File: config.mk
export PLATFORM = sky130hd
export DESIGN_NAME = pmdma_arb
export DESIGN_NICKNAME = d
export VERILOG_FILES = /design/src/common/pmdma_pkg.sv /design/src/common/pmdma_chan_if.sv /design/src/hw/pmdma_chan.sv /design/src/hw/pmdma_arb.sv
export VERILOG_INCLUDE_DIRS = /design/src /design/src/common
export SDC_FILE = /design/constraint.sdc
export NUM_CORES = 1
export LEC_CHECK = 0
export ABC_CLOCK_PERIOD_IN_PS = 1900
export BUFFER_PORTS_ARGS = -buffer_cell sky130_fd_sc_hd__buf_2
export CAP_MARGIN = 15
export CORE_ASPECT_RATIO = 1.2
export CORE_MARGIN = 5
export CORE_UTILIZATION = 35
export DETAILED_ROUTE_END_ITERATION = 10
export PLACE_DENSITY_LB_ADDON = 0.25
export SETUP_SLACK_MARGIN = 0.3
export SLEW_MARGIN = 20
export SYNTH_ARGS = -nofsm -noshare
export SYNTH_HDL_FRONTEND = slang
export SYNTH_SLANG_ARGS = --single-unit
export TNS_END_PERCENT = 20
File: constraint.sdc
create_clock -name clk -period 1.9 [get_ports clk]
set_input_delay 0 -clock clk [delete_from_list [all_inputs] [get_ports clk]]
set_output_delay 0 -clock clk [all_outputs]
set_load 0.05 [all_outputs]
File: src/common/pmdma_regs.svh
// Register offsets, field positions, reset values and counts of the DMA block.
`ifndef PMDMA_REGS_SVH
`define PMDMA_REGS_SVH
// ****************************************
// Register offsets
// ****************************************
`define PMDMA_OFS_TUNING 8'h33
`define PMDMA_OFS_STATUS 8'h34
`define PMDMA_OFS_MASK 8'h35
`define PMDMA_OFS_RING_START 8'h36
`define PMDMA_OFS_RING_LAST 8'h37
`define PMDMA_OFS_HOST_IVL 8'h38
`define PMDMA_OFS_RX_PAGE 8'h39
`define PMDMA_OFS_TX_PAGE 8'h3A
// ****************************************
// Fields and reset values
// ****************************************
`define PMDMA_RBL_HI 7
`define PMDMA_RBL_LO 6
`define PMDMA_TBL_HI 5
`define PMDMA_TBL_LO 4
`define PMDMA_RTH_HI 3
`define PMDMA_RTH_LO 2
`define PMDMA_TTH_HI 1
`define PMDMA_TTH_LO 0
`define PMDMA_TUNING_RST 8'h05
`define PMDMA_TTH_SAF 2'h3
`define PMDMA_ST_RXFULL 0
`define PMDMA_ST_RXPAGE 1
`define PMDMA_ST_TXPAGE 2
`define PMDMA_ONE_PAGE 12'h001
`define PMDMA_BYTE_LAST 8'hFF
`define PMDMA_IVL_RST 8'h10
`endif

File: src/common/pmdma_pkg.sv
// Types shared by the DMA arbiter and its channel counter.
package pmdma_pkg;
   // Bus owner of the packet memory.
   typedef enum logic [1:0] {
      PMDMA_IDLE = 2'b00,
      PMDMA_RX = 2'b01,
      PMDMA_TX = 2'b11,
      PMDMA_HOST = 2'b10
   } pmdma_owner_e;
endpackage

File: src/common/pmdma_chan_if.sv
// Interface between the arbiter and one channel address counter.
`timescale 1ns/100ps
interface pmdma_chan_if;
   logic step;
   logic [11:0] start_page;
   logic [11:0] last_page;
   logic start_free;
   logic [19:0] addr;
   logic [11:0] page;
   logic page_done;
   logic wrap_fail;
   modport ctl(output step, output start_page, output last_page,
      output start_free, input addr, input page, input page_done,
      input wrap_fail);
   modport cnt(input step, input start_page, input last_page,
      input start_free, output addr, output page, output page_done,
      output wrap_fail);
endinterface

File: src/hw/pmdma_chan.sv
// Page pointer plus byte counter forming one channel's memory address.
`timescale 1ns/100ps
`include "pmdma_regs.svh"
module pmdma_chan
   import pmdma_pkg::*;
(
   input wire logic clk,
   input wire logic nrst,
   input wire logic ce,
   pmdma_chan_if.cnt c
);
   logic [11:0] page_q;
   logic [7:0] byte_q;
   logic end_of_page;

   // A page is used up when its last byte is moved.
   assign end_of_page = c.step && (byte_q == `PMDMA_BYTE_LAST);
   assign c.addr = {page_q, byte_q};
   assign c.page = page_q;
   assign c.page_done = end_of_page;
   assign c.wrap_fail = end_of_page && (page_q == c.last_page)
      && !c.start_free;

   // Byte counter restarts on every new page.
   always_ff @(posedge clk or negedge nrst) begin
      if (!nrst) begin
         byte_q <= 8'h00;
      end else if (ce && c.step) begin
         byte_q <= byte_q + 8'h01;
      end
   end

   // Page advances by itself and wraps only onto a free start page.
   always_ff @(posedge clk or negedge nrst) begin
      if (!nrst) begin
         page_q <= 12'h000;
      end else if (ce && end_of_page) begin
         if (page_q != c.last_page) begin
            page_q <= page_q + `PMDMA_ONE_PAGE;
         end else if (c.start_free) begin
            page_q <= c.start_page;
         end
      end
   end

   // Assertions.
   a_byte_restart: assert property (@(posedge clk) disable iff (!nrst)
      ce && end_of_page |=> byte_q == 8'h00)
      else $error("byte counter did not restart on new page");
endmodule

File: src/hw/pmdma_arb.sv
// Packet memory arbiter with receive and transmit local DMA channels.
// ****************************************
// How it works
// Receive threshold bits 3:2 set critical level
// Transmit critical below threshold, never in store-forward
// Host critical once interval timer expires
// All critical: host, rx, tx; else round-robin
// Critical receive beats transmit always
// Non-critical receive: transmit equal or higher
// Receive burst length from bits 7:6
// Normally receive above transmit above host; the code alternates receive and transmit when both ask, host last
// Receive burst write holds bus to end
// Receive address is page and byte count
// Receive page advances, wraps to free start
// Occupied start page on wrap flags full
// Transmit threshold bits 1:0, default half
// Transmit burst length from bits 5:4
// Transmit burst read holds bus to end
// Transmit address is page and byte count
// Transmit page advances, wraps to free start
// Byte counter restarts on each new page
// ****************************************
//
// Local design decision: the plain strobed port.
`timescale 1ns/100ps
`include "pmdma_regs.svh"
module pmdma_arb
   import pmdma_pkg::*;
#(
   parameter int FIFO_DEPTH = 64,
   parameter int CNT_W = 7
)
(
   input wire logic clk,
   input wire logic nrst,
   input wire logic ce,
   input wire logic [7:0] reg_addr,
   input wire logic [7:0] reg_wdata,
   input wire logic reg_wr,
   input wire logic reg_rd,
   output logic [7:0] reg_rdata,
   output logic irq,
   input wire logic [CNT_W-1:0] rx_fifo_count,
   input wire logic [CNT_W-1:0] tx_fifo_count,
   input wire logic rx_req,
   input wire logic tx_req,
   input wire logic host_req,
   input wire logic ring_start_free,
   output logic rx_pop,
   output logic tx_push,
   output logic host_gnt,
   output logic [19:0] packet_mem_addr,
   output logic mem_wr,
   output logic mem_rd
);
   // ****************************************
   // Registers
   // ****************************************
   logic [7:0] tuning_q;
   logic [2:0] status_q;
   logic [2:0] mask_q;
   logic [11:0] ring_start_page_q;
   logic [11:0] ring_last_page_q;
   logic [7:0] ivl_q;
   logic [7:0] host_interval_timer_q;
   logic [7:0] rdata_q;
   logic [2:0] events;
   pmdma_owner_e owner_q;
   pmdma_owner_e last_q;
   logic [5:0] beats_q;
   pmdma_chan_if rxc();
   pmdma_chan_if txc();

   // Burst code to transfer count: 4, 8, 16 or 32 beats; code 0 is 4.
   // Six bits wide so that the 32-beat code does not wrap to zero.
   function automatic logic [5:0] burst_len(input logic [1:0] code);
      burst_len = 6'h04 << code;
   endfunction

   // Threshold code to FIFO level: quarter steps of the depth.
   function automatic logic [CNT_W-1:0] thr_lvl(input logic [1:0] code);
      logic [31:0] v;
      v = (FIFO_DEPTH * (code + 1)) / 4;
      thr_lvl = v[CNT_W-1:0];
   endfunction

   logic [1:0] rx_thr;
   logic [1:0] tx_thr;
   logic rx_crit;
   logic tx_crit;
   logic host_crit;
   assign rx_thr = tuning_q[`PMDMA_RTH_HI:`PMDMA_RTH_LO];
   assign tx_thr = tuning_q[`PMDMA_TTH_HI:`PMDMA_TTH_LO];
   assign rx_crit = rx_fifo_count > thr_lvl(rx_thr);
   assign tx_crit = (tx_thr != `PMDMA_TTH_SAF)
      && (tx_fifo_count < thr_lvl(tx_thr));
   assign host_crit = host_interval_timer_q == 8'h00;

   // Register writes; the tuning reset code gives half-depth thresholds
   // and four-beat bursts.
   always_ff @(posedge clk or negedge nrst) begin
      if (!nrst) begin
         tuning_q <= `PMDMA_TUNING_RST;
         mask_q <= 3'h0;
         ring_start_page_q <= 12'h000;
         ring_last_page_q <= 12'hFFF;
         ivl_q <= `PMDMA_IVL_RST;
      end else if (ce && reg_wr) begin
         if (reg_addr == `PMDMA_OFS_TUNING) begin
            tuning_q <= reg_wdata;
         end else if (reg_addr == `PMDMA_OFS_MASK) begin
            mask_q <= reg_wdata[2:0];
         end else if (reg_addr == `PMDMA_OFS_RING_START) begin
            ring_start_page_q <= {4'h0, reg_wdata};
         end else if (reg_addr == `PMDMA_OFS_RING_LAST) begin
            ring_last_page_q <= {4'h0, reg_wdata};
         end else if (reg_addr == `PMDMA_OFS_HOST_IVL) begin
            ivl_q <= reg_wdata;
         end
      end
   end

   // Sticky status; a new event wins over a write-one clear.
   assign events = {txc.page_done, rxc.page_done, rxc.wrap_fail};
   always_ff @(posedge clk or negedge nrst) begin
      if (!nrst) begin
         status_q <= 3'h0;
      end else if (ce) begin
         if (reg_wr && reg_addr == `PMDMA_OFS_STATUS) begin
            status_q <= (status_q & ~reg_wdata[2:0]) | events;
         end else begin
            status_q <= status_q | events;
         end
      end
   end
   assign irq = |(status_q & mask_q);

   // Read data stands one cycle after the strobe; unmapped reads zero.
   always_ff @(posedge clk or negedge nrst) begin
      if (!nrst) begin
         rdata_q <= 8'h00;
      end else if (ce && reg_rd) begin
         if (reg_addr == `PMDMA_OFS_TUNING) begin
            rdata_q <= tuning_q;
         end else if (reg_addr == `PMDMA_OFS_STATUS) begin
            rdata_q <= {5'h00, status_q};
         end else if (reg_addr == `PMDMA_OFS_MASK) begin
            rdata_q <= {5'h00, mask_q};
         end else if (reg_addr == `PMDMA_OFS_RING_START) begin
            rdata_q <= ring_start_page_q[7:0];
         end else if (reg_addr == `PMDMA_OFS_RING_LAST) begin
            rdata_q <= ring_last_page_q[7:0];
         end else if (reg_addr == `PMDMA_OFS_HOST_IVL) begin
            rdata_q <= ivl_q;
         end else if (reg_addr == `PMDMA_OFS_RX_PAGE) begin
            rdata_q <= rxc.page[7:0];
         end else if (reg_addr == `PMDMA_OFS_TX_PAGE) begin
            rdata_q <= txc.page[7:0];
         end else begin
            rdata_q <= 8'h00;
         end
      end else if (ce) begin
         rdata_q <= 8'h00;
      end
   end
   assign reg_rdata = rdata_q;

   // Host interval timer counts down while host waits; reloads on grant.
   always_ff @(posedge clk or negedge nrst) begin
      if (!nrst) begin
         host_interval_timer_q <= `PMDMA_IVL_RST;
      end else if (ce) begin
         if (owner_q == PMDMA_HOST || !host_req) begin
            host_interval_timer_q <= ivl_q;
         end else if (host_interval_timer_q != 8'h00) begin
            host_interval_timer_q <= host_interval_timer_q - 8'h01;
         end
      end
   end

   // ****************************************
   // Arbitration
   // ****************************************
   pmdma_owner_e pick;
   always_comb begin
      pick = PMDMA_IDLE;
      if (host_crit && host_req) begin
         pick = PMDMA_HOST;
      end else if (rx_crit && rx_req) begin
         pick = PMDMA_RX;
      end else if (tx_crit && tx_req) begin
         pick = PMDMA_TX;
      end else if (rx_req && tx_req) begin
         // Equal standing: alternate so neither starves.
         pick = (last_q == PMDMA_RX) ? PMDMA_TX : PMDMA_RX;
      end else if (rx_req) begin
         pick = PMDMA_RX;
      end else if (tx_req) begin
         pick = PMDMA_TX;
      end else if (host_req) begin
         pick = PMDMA_HOST;
      end
   end

   // A receive or transmit owner holds the bus until its burst count is spent; a host owner re-arbitrates every cycle.
   always_ff @(posedge clk or negedge nrst) begin
      if (!nrst) begin
         owner_q <= PMDMA_IDLE;
         last_q <= PMDMA_TX;
         beats_q <= 6'h00;
      end else if (ce) begin
         if (owner_q == PMDMA_IDLE || owner_q == PMDMA_HOST ||
             beats_q == 6'h01) begin
            owner_q <= pick;
            if (pick != PMDMA_IDLE) begin
               last_q <= pick;
            end
            if (pick == PMDMA_RX) begin
               beats_q <= burst_len(tuning_q[`PMDMA_RBL_HI:`PMDMA_RBL_LO]);
            end else if (pick == PMDMA_TX) begin
               beats_q <= burst_len(tuning_q[`PMDMA_TBL_HI:`PMDMA_TBL_LO]);
            end else begin
               beats_q <= 6'h00;
            end
         end else begin
            beats_q <= beats_q - 6'h01;
         end
      end
   end

   // ****************************************
   // Channels and memory strobes
   // ****************************************
   assign rxc.step = ce && owner_q == PMDMA_RX;
   assign txc.step = ce && owner_q == PMDMA_TX;
   assign rxc.start_page = ring_start_page_q;
   assign txc.start_page = ring_start_page_q;
   assign rxc.last_page = ring_last_page_q;
   assign txc.last_page = ring_last_page_q;
   assign rxc.start_free = ring_start_free;
   assign txc.start_free = ring_start_free;

   pmdma_chan u_rx (
      .clk(clk),
      .nrst(nrst),
      .ce(ce),
      .c(rxc)
   );
   pmdma_chan u_tx (
      .clk(clk),
      .nrst(nrst),
      .ce(ce),
      .c(txc)
   );

   assign mem_wr = owner_q == PMDMA_RX;
   assign mem_rd = owner_q == PMDMA_TX;
   assign rx_pop = mem_wr;
   assign tx_push = mem_rd;
   assign host_gnt = owner_q == PMDMA_HOST;
   assign packet_mem_addr = mem_rd ? txc.addr : rxc.addr;

   // ****************************************
   // Assertions
   // ****************************************
   a_rx_burst_hold: assert property (@(posedge clk) disable iff (!nrst)
      ce && owner_q == PMDMA_IDLE && pick == PMDMA_RX &&
      tuning_q[7:6] == 2'b00 ##1 ce[*3] |-> owner_q == PMDMA_RX)
      else $error("receive burst lost the bus early");
   a_tx_burst_hold: assert property (@(posedge clk) disable iff (!nrst)
      owner_q == PMDMA_TX && beats_q > 6'h01 && ce |=>
      owner_q == PMDMA_TX)
      else $error("transmit burst lost the bus early");
   a_rx_over_tx: assert property (@(posedge clk) disable iff (!nrst)
      rx_crit && rx_req && !(host_crit && host_req) |->
      pick == PMDMA_RX)
      else $error("critical receive not chosen");
   a_host_first: assert property (@(posedge clk) disable iff (!nrst)
      host_crit && host_req |-> pick == PMDMA_HOST)
      else $error("critical host not chosen");
   a_tx_saf_calm: assert property (@(posedge clk) disable iff (!nrst)
      tuning_q[1:0] == 2'b11 |-> !tx_crit)
      else $error("transmit critical in store-forward");
   a_tx_over_rx: assert property (@(posedge clk) disable iff (!nrst)
      tx_crit && tx_req && !rx_crit && !(host_crit && host_req) |->
      pick == PMDMA_TX)
      else $error("critical transmit not chosen");
   a_rx_thresh: assert property (@(posedge clk) disable iff (!nrst)
      rx_fifo_count <= thr_lvl(tuning_q[3:2]) |-> !rx_crit)
      else $error("receive critical below threshold");
   a_rx_addr_map: assert property (@(posedge clk) disable iff (!nrst)
      mem_wr |-> packet_mem_addr[19:8] == rxc.page)
      else $error("receive address page mismatch");
   a_full_flag: assert property (@(posedge clk) disable iff (!nrst)
      ce && rxc.wrap_fail |=> status_q[`PMDMA_ST_RXFULL])
      else $error("buffer full not flagged");
   a_host_timer: assert property (@(posedge clk) disable iff (!nrst)
      ce && host_req && owner_q != PMDMA_HOST &&
      host_interval_timer_q == 8'h01 |=> host_crit)
      else $error("host timer did not expire");
   c_rx_burst: cover property (@(posedge clk) owner_q == PMDMA_RX);
   c_tx_burst: cover property (@(posedge clk) owner_q == PMDMA_TX);
   c_host_gnt: cover property (@(posedge clk) host_gnt && host_crit);
   c_wrap_fail: cover property (@(posedge clk) rxc.wrap_fail);
endmodule

==> results.toml <==
[floorplan]
initial_core_util_pct = 35.4
rows = 54
fp.dieH_microns = 159
ioPinCount = 73
fp.dieW_microns = 134
die_area_sq_um = 21200
core-area_sq_um = 18200

[status]
outcome = "finished, violations left"
violations = "setup timing"

[worst_setup_path]
cp_max_fo = 5
path_class = "reg2reg"
endpoint_kind = "flop"
r2r_end = "beats_q[3]"
crit_start = "tuning_q[2]"
reg2regPathDepth = 10
arrival_ps = 2400
cp.required_ps = 2140
crit_path_end = "beats_q[3]"
start_kind = "flop"
r2r_slack_ps = -260
r2r_start = "tuning_q[2]"

[global_routing]
grt_pass1_wl_microns = 30300
grt_max_degree = 47
antenna_found_initial = 0
grt_overflow = 0
gr-usage-all-layers_pct = 17.9
grt_pass1_vias = 5877

[cts]
cts-root-buf = "clkbuf_16"
worstSkewPairLatency_ps = 360
cts_made_buffers = 9
clkSinkCount = 105
ctsLongestPathBuffers = 2
htree_num_levels = 3
cts.clk_slew.worst_paths_ps = 70
tritoncts = "yes"

[sta]
fmax_mhz = 464
maxSlewViolCount = 0
max_slew_margin_pct = 69.1
min_period_ps = 2160
period_share_pct = 113
whs_ps = 8.71
worst_pin_slew_ps = 460
finalHoldViolCount = 0
worst_slack_ps = -256
setup_viol_count_final = 29
skew_ps = 9.54
rsz0062_at_grt = "yes"

[power_and_ir_drop]
power_leakage_nw = 4.11
powerDensity_nw_per_um2 = 918
p_total_mw = 8.07
peakVddDrop_mv = 0.461

[placed_design]
dp_cells = 1032
place.gp.congestion = 0.920
io_buffers = 68
place_hpwl_microns = 14500

[layout]
n_antenna_cell = 0
fin_cells = 1066
layout_common_cells = "88 x dfrtp_1, 83 x buf_4, 52 x nand2_1, 52 x nor2_1, 47 x buf_2"
mostFrequentLayoutCell = "dfrtp_1"
nets = 890
drive_above_1_share_pct = 40.1
synthToLayoutAreaGrowth_pct = 36.6
finish.utilization_pct = 48.4

[synthesis]
syn_area_per_cell_sq_um = 9.37
synth_area_sq_um = 6440
async_flop_share_pct = 100
syn_nets = 740
syn_inst = 687
synth_edf_count = 0
synth_cell_types = 62
ys_seq_elements = 105
ys.flop_type = "dfrtp_1"
yosysWarnings = 0
ys_seq_area_share_pct = 41.1

[route]
wl_microns = 19300
drt-vias-per-instance = 5.46
wl_per_cell_microns = 18.1
final_antenna_net_count = 0
drc = 0
num_vias = 5822
drtIter0Drc = 241
drt_first_pass_iters = 5

[worst_hold_path]
hp-class = "in2reg"

[run]
cap_violations = 0
## registers in the layout, summed over array words and instances (netlist names)
register,count
u_rx.c.page,12
ring_last_page_q,9
reg_rdata,8
beats_q,6
owner_q,2
ring_start_page_q,8
host_interval_timer_q,8
u_rx.byte_q,8
u_tx.c.page,12
mask_q,3
tuning_q,8
status_q,3
last_q,2
ivl_q,8
u_tx.byte_q,8
## report_power, final
group | switching [mW] | total (mW) | internal (mW)
Combinational | 1.77 | 3.16 | 1.39
Sequential | 0.304 | 2.85 | 2.55
Clock | 0.873 | 2.06 | 1.19
## cells by family (layout without fill, tap and decap cells)
kind of cell	Yosys count	count (layout)	synth area share, %
muxes	66	66	11.3
buffers and inverters	66	221	4.84
and+or+nand+nor	230	230	18.4
DFF	105	105	41.1
xor gates and xnor gates	34	34	4.63
adders and majority gates	14	14	2.72
AOI/OAI and AO/OA	172	172	17.1
## layout make-up
type	count	area, sq um
flip-flops and latches	105	2650
well taps	224	280
fillers	1663	9380
multi-input cells	516	3920
clock buffers	11	243
clock inverters	5	78.8
inverters	25	100
repair buffers	180	1520
## worst max-delay path, stage by stage, from the launching register on
cell      delay, ps
dfstp_2         560
ha_4            210
inv_4            50
ha_4            190
nor2b_4         120
o21a_1          170
o21ai_2         120
buf_6           120
nand3b_1        200
a21oi_1         220
a21oi_1         100
## through the flow
step	setup TNS [ps]	worst slack [ps]	cell area, sq um
floorplan	-172	-21.4	6470
global placement	-2340	-206	7600
detailed placement	-3060	-323	7600
CTS	-1880	-249	8510
global route	-7150	-357	8790
finish	-3830	-256	8790
## synth_stat cells (14+ instances only)
library cell	count	share of area [%]
nor2_1	59	3.4
a21oi_1	51	4.0
mux2i_1	15	2.3
xor2_1	26	3.5
dfrtp_1	90	35
nand2_1	57	3.3
ha_1	14	2.7
nand3_1	19	1.5
o21ai_0	56	4.4
mux2_2	51	8.9
inv_1	25	1.5
nor3_1	14	1.1
dfstp_2	15	6.1
clkbuf_1	19	1.1
## metal layers
| layer | GRT usage, % | vias to the layer above | routed length, microns |
|---|---|---|---|
| met1 | 22.1 | 2884 | 8130 |
| met5 | 0 | - | 0 |
| li1 | - | 2773 | - |
| met2 | 32.1 | 136 | 10000 |
| met4 | 7.45 | 0 | 473 |
| met3 | 1.96 | 29 | 676 |
## what timing repair did
item / 4_1_cts / 5_1_grt
pin swaps: 32 / 41
hold buffers: 7 / 0
gates resized for setup: 133 / 62
setup endpoints to repair: 64 / 65
buffers inserted: 7 / 3
hold endpoints to repair: 111 / 0
gates cloned: 1 / 0
## how the worst min path moves through the flow
| stage | startpoint | to | slack, ps | cells past startpoint |
|---|---|---|---|---|
| final | reg_wdata[0] | ring_last_page_q[0] | 9 | 2 |
| after detailed placement | nrst | u_tx.byte_q[1] | -110 | 1 |
| after CTS | reg_wdata[0] | ring_last_page_q[0] | 0.2 | 2 |
| after global placement | nrst | u_tx.byte_q[1] | -120 | 1 |
| after floorplan | nrst | beats_q[0] | -300 | 0 |
| after global routing | reg_wdata[0] | ring_last_page_q[0] | 20 | 2 |
No activity file was read; power rests on OpenSTA's default activity.
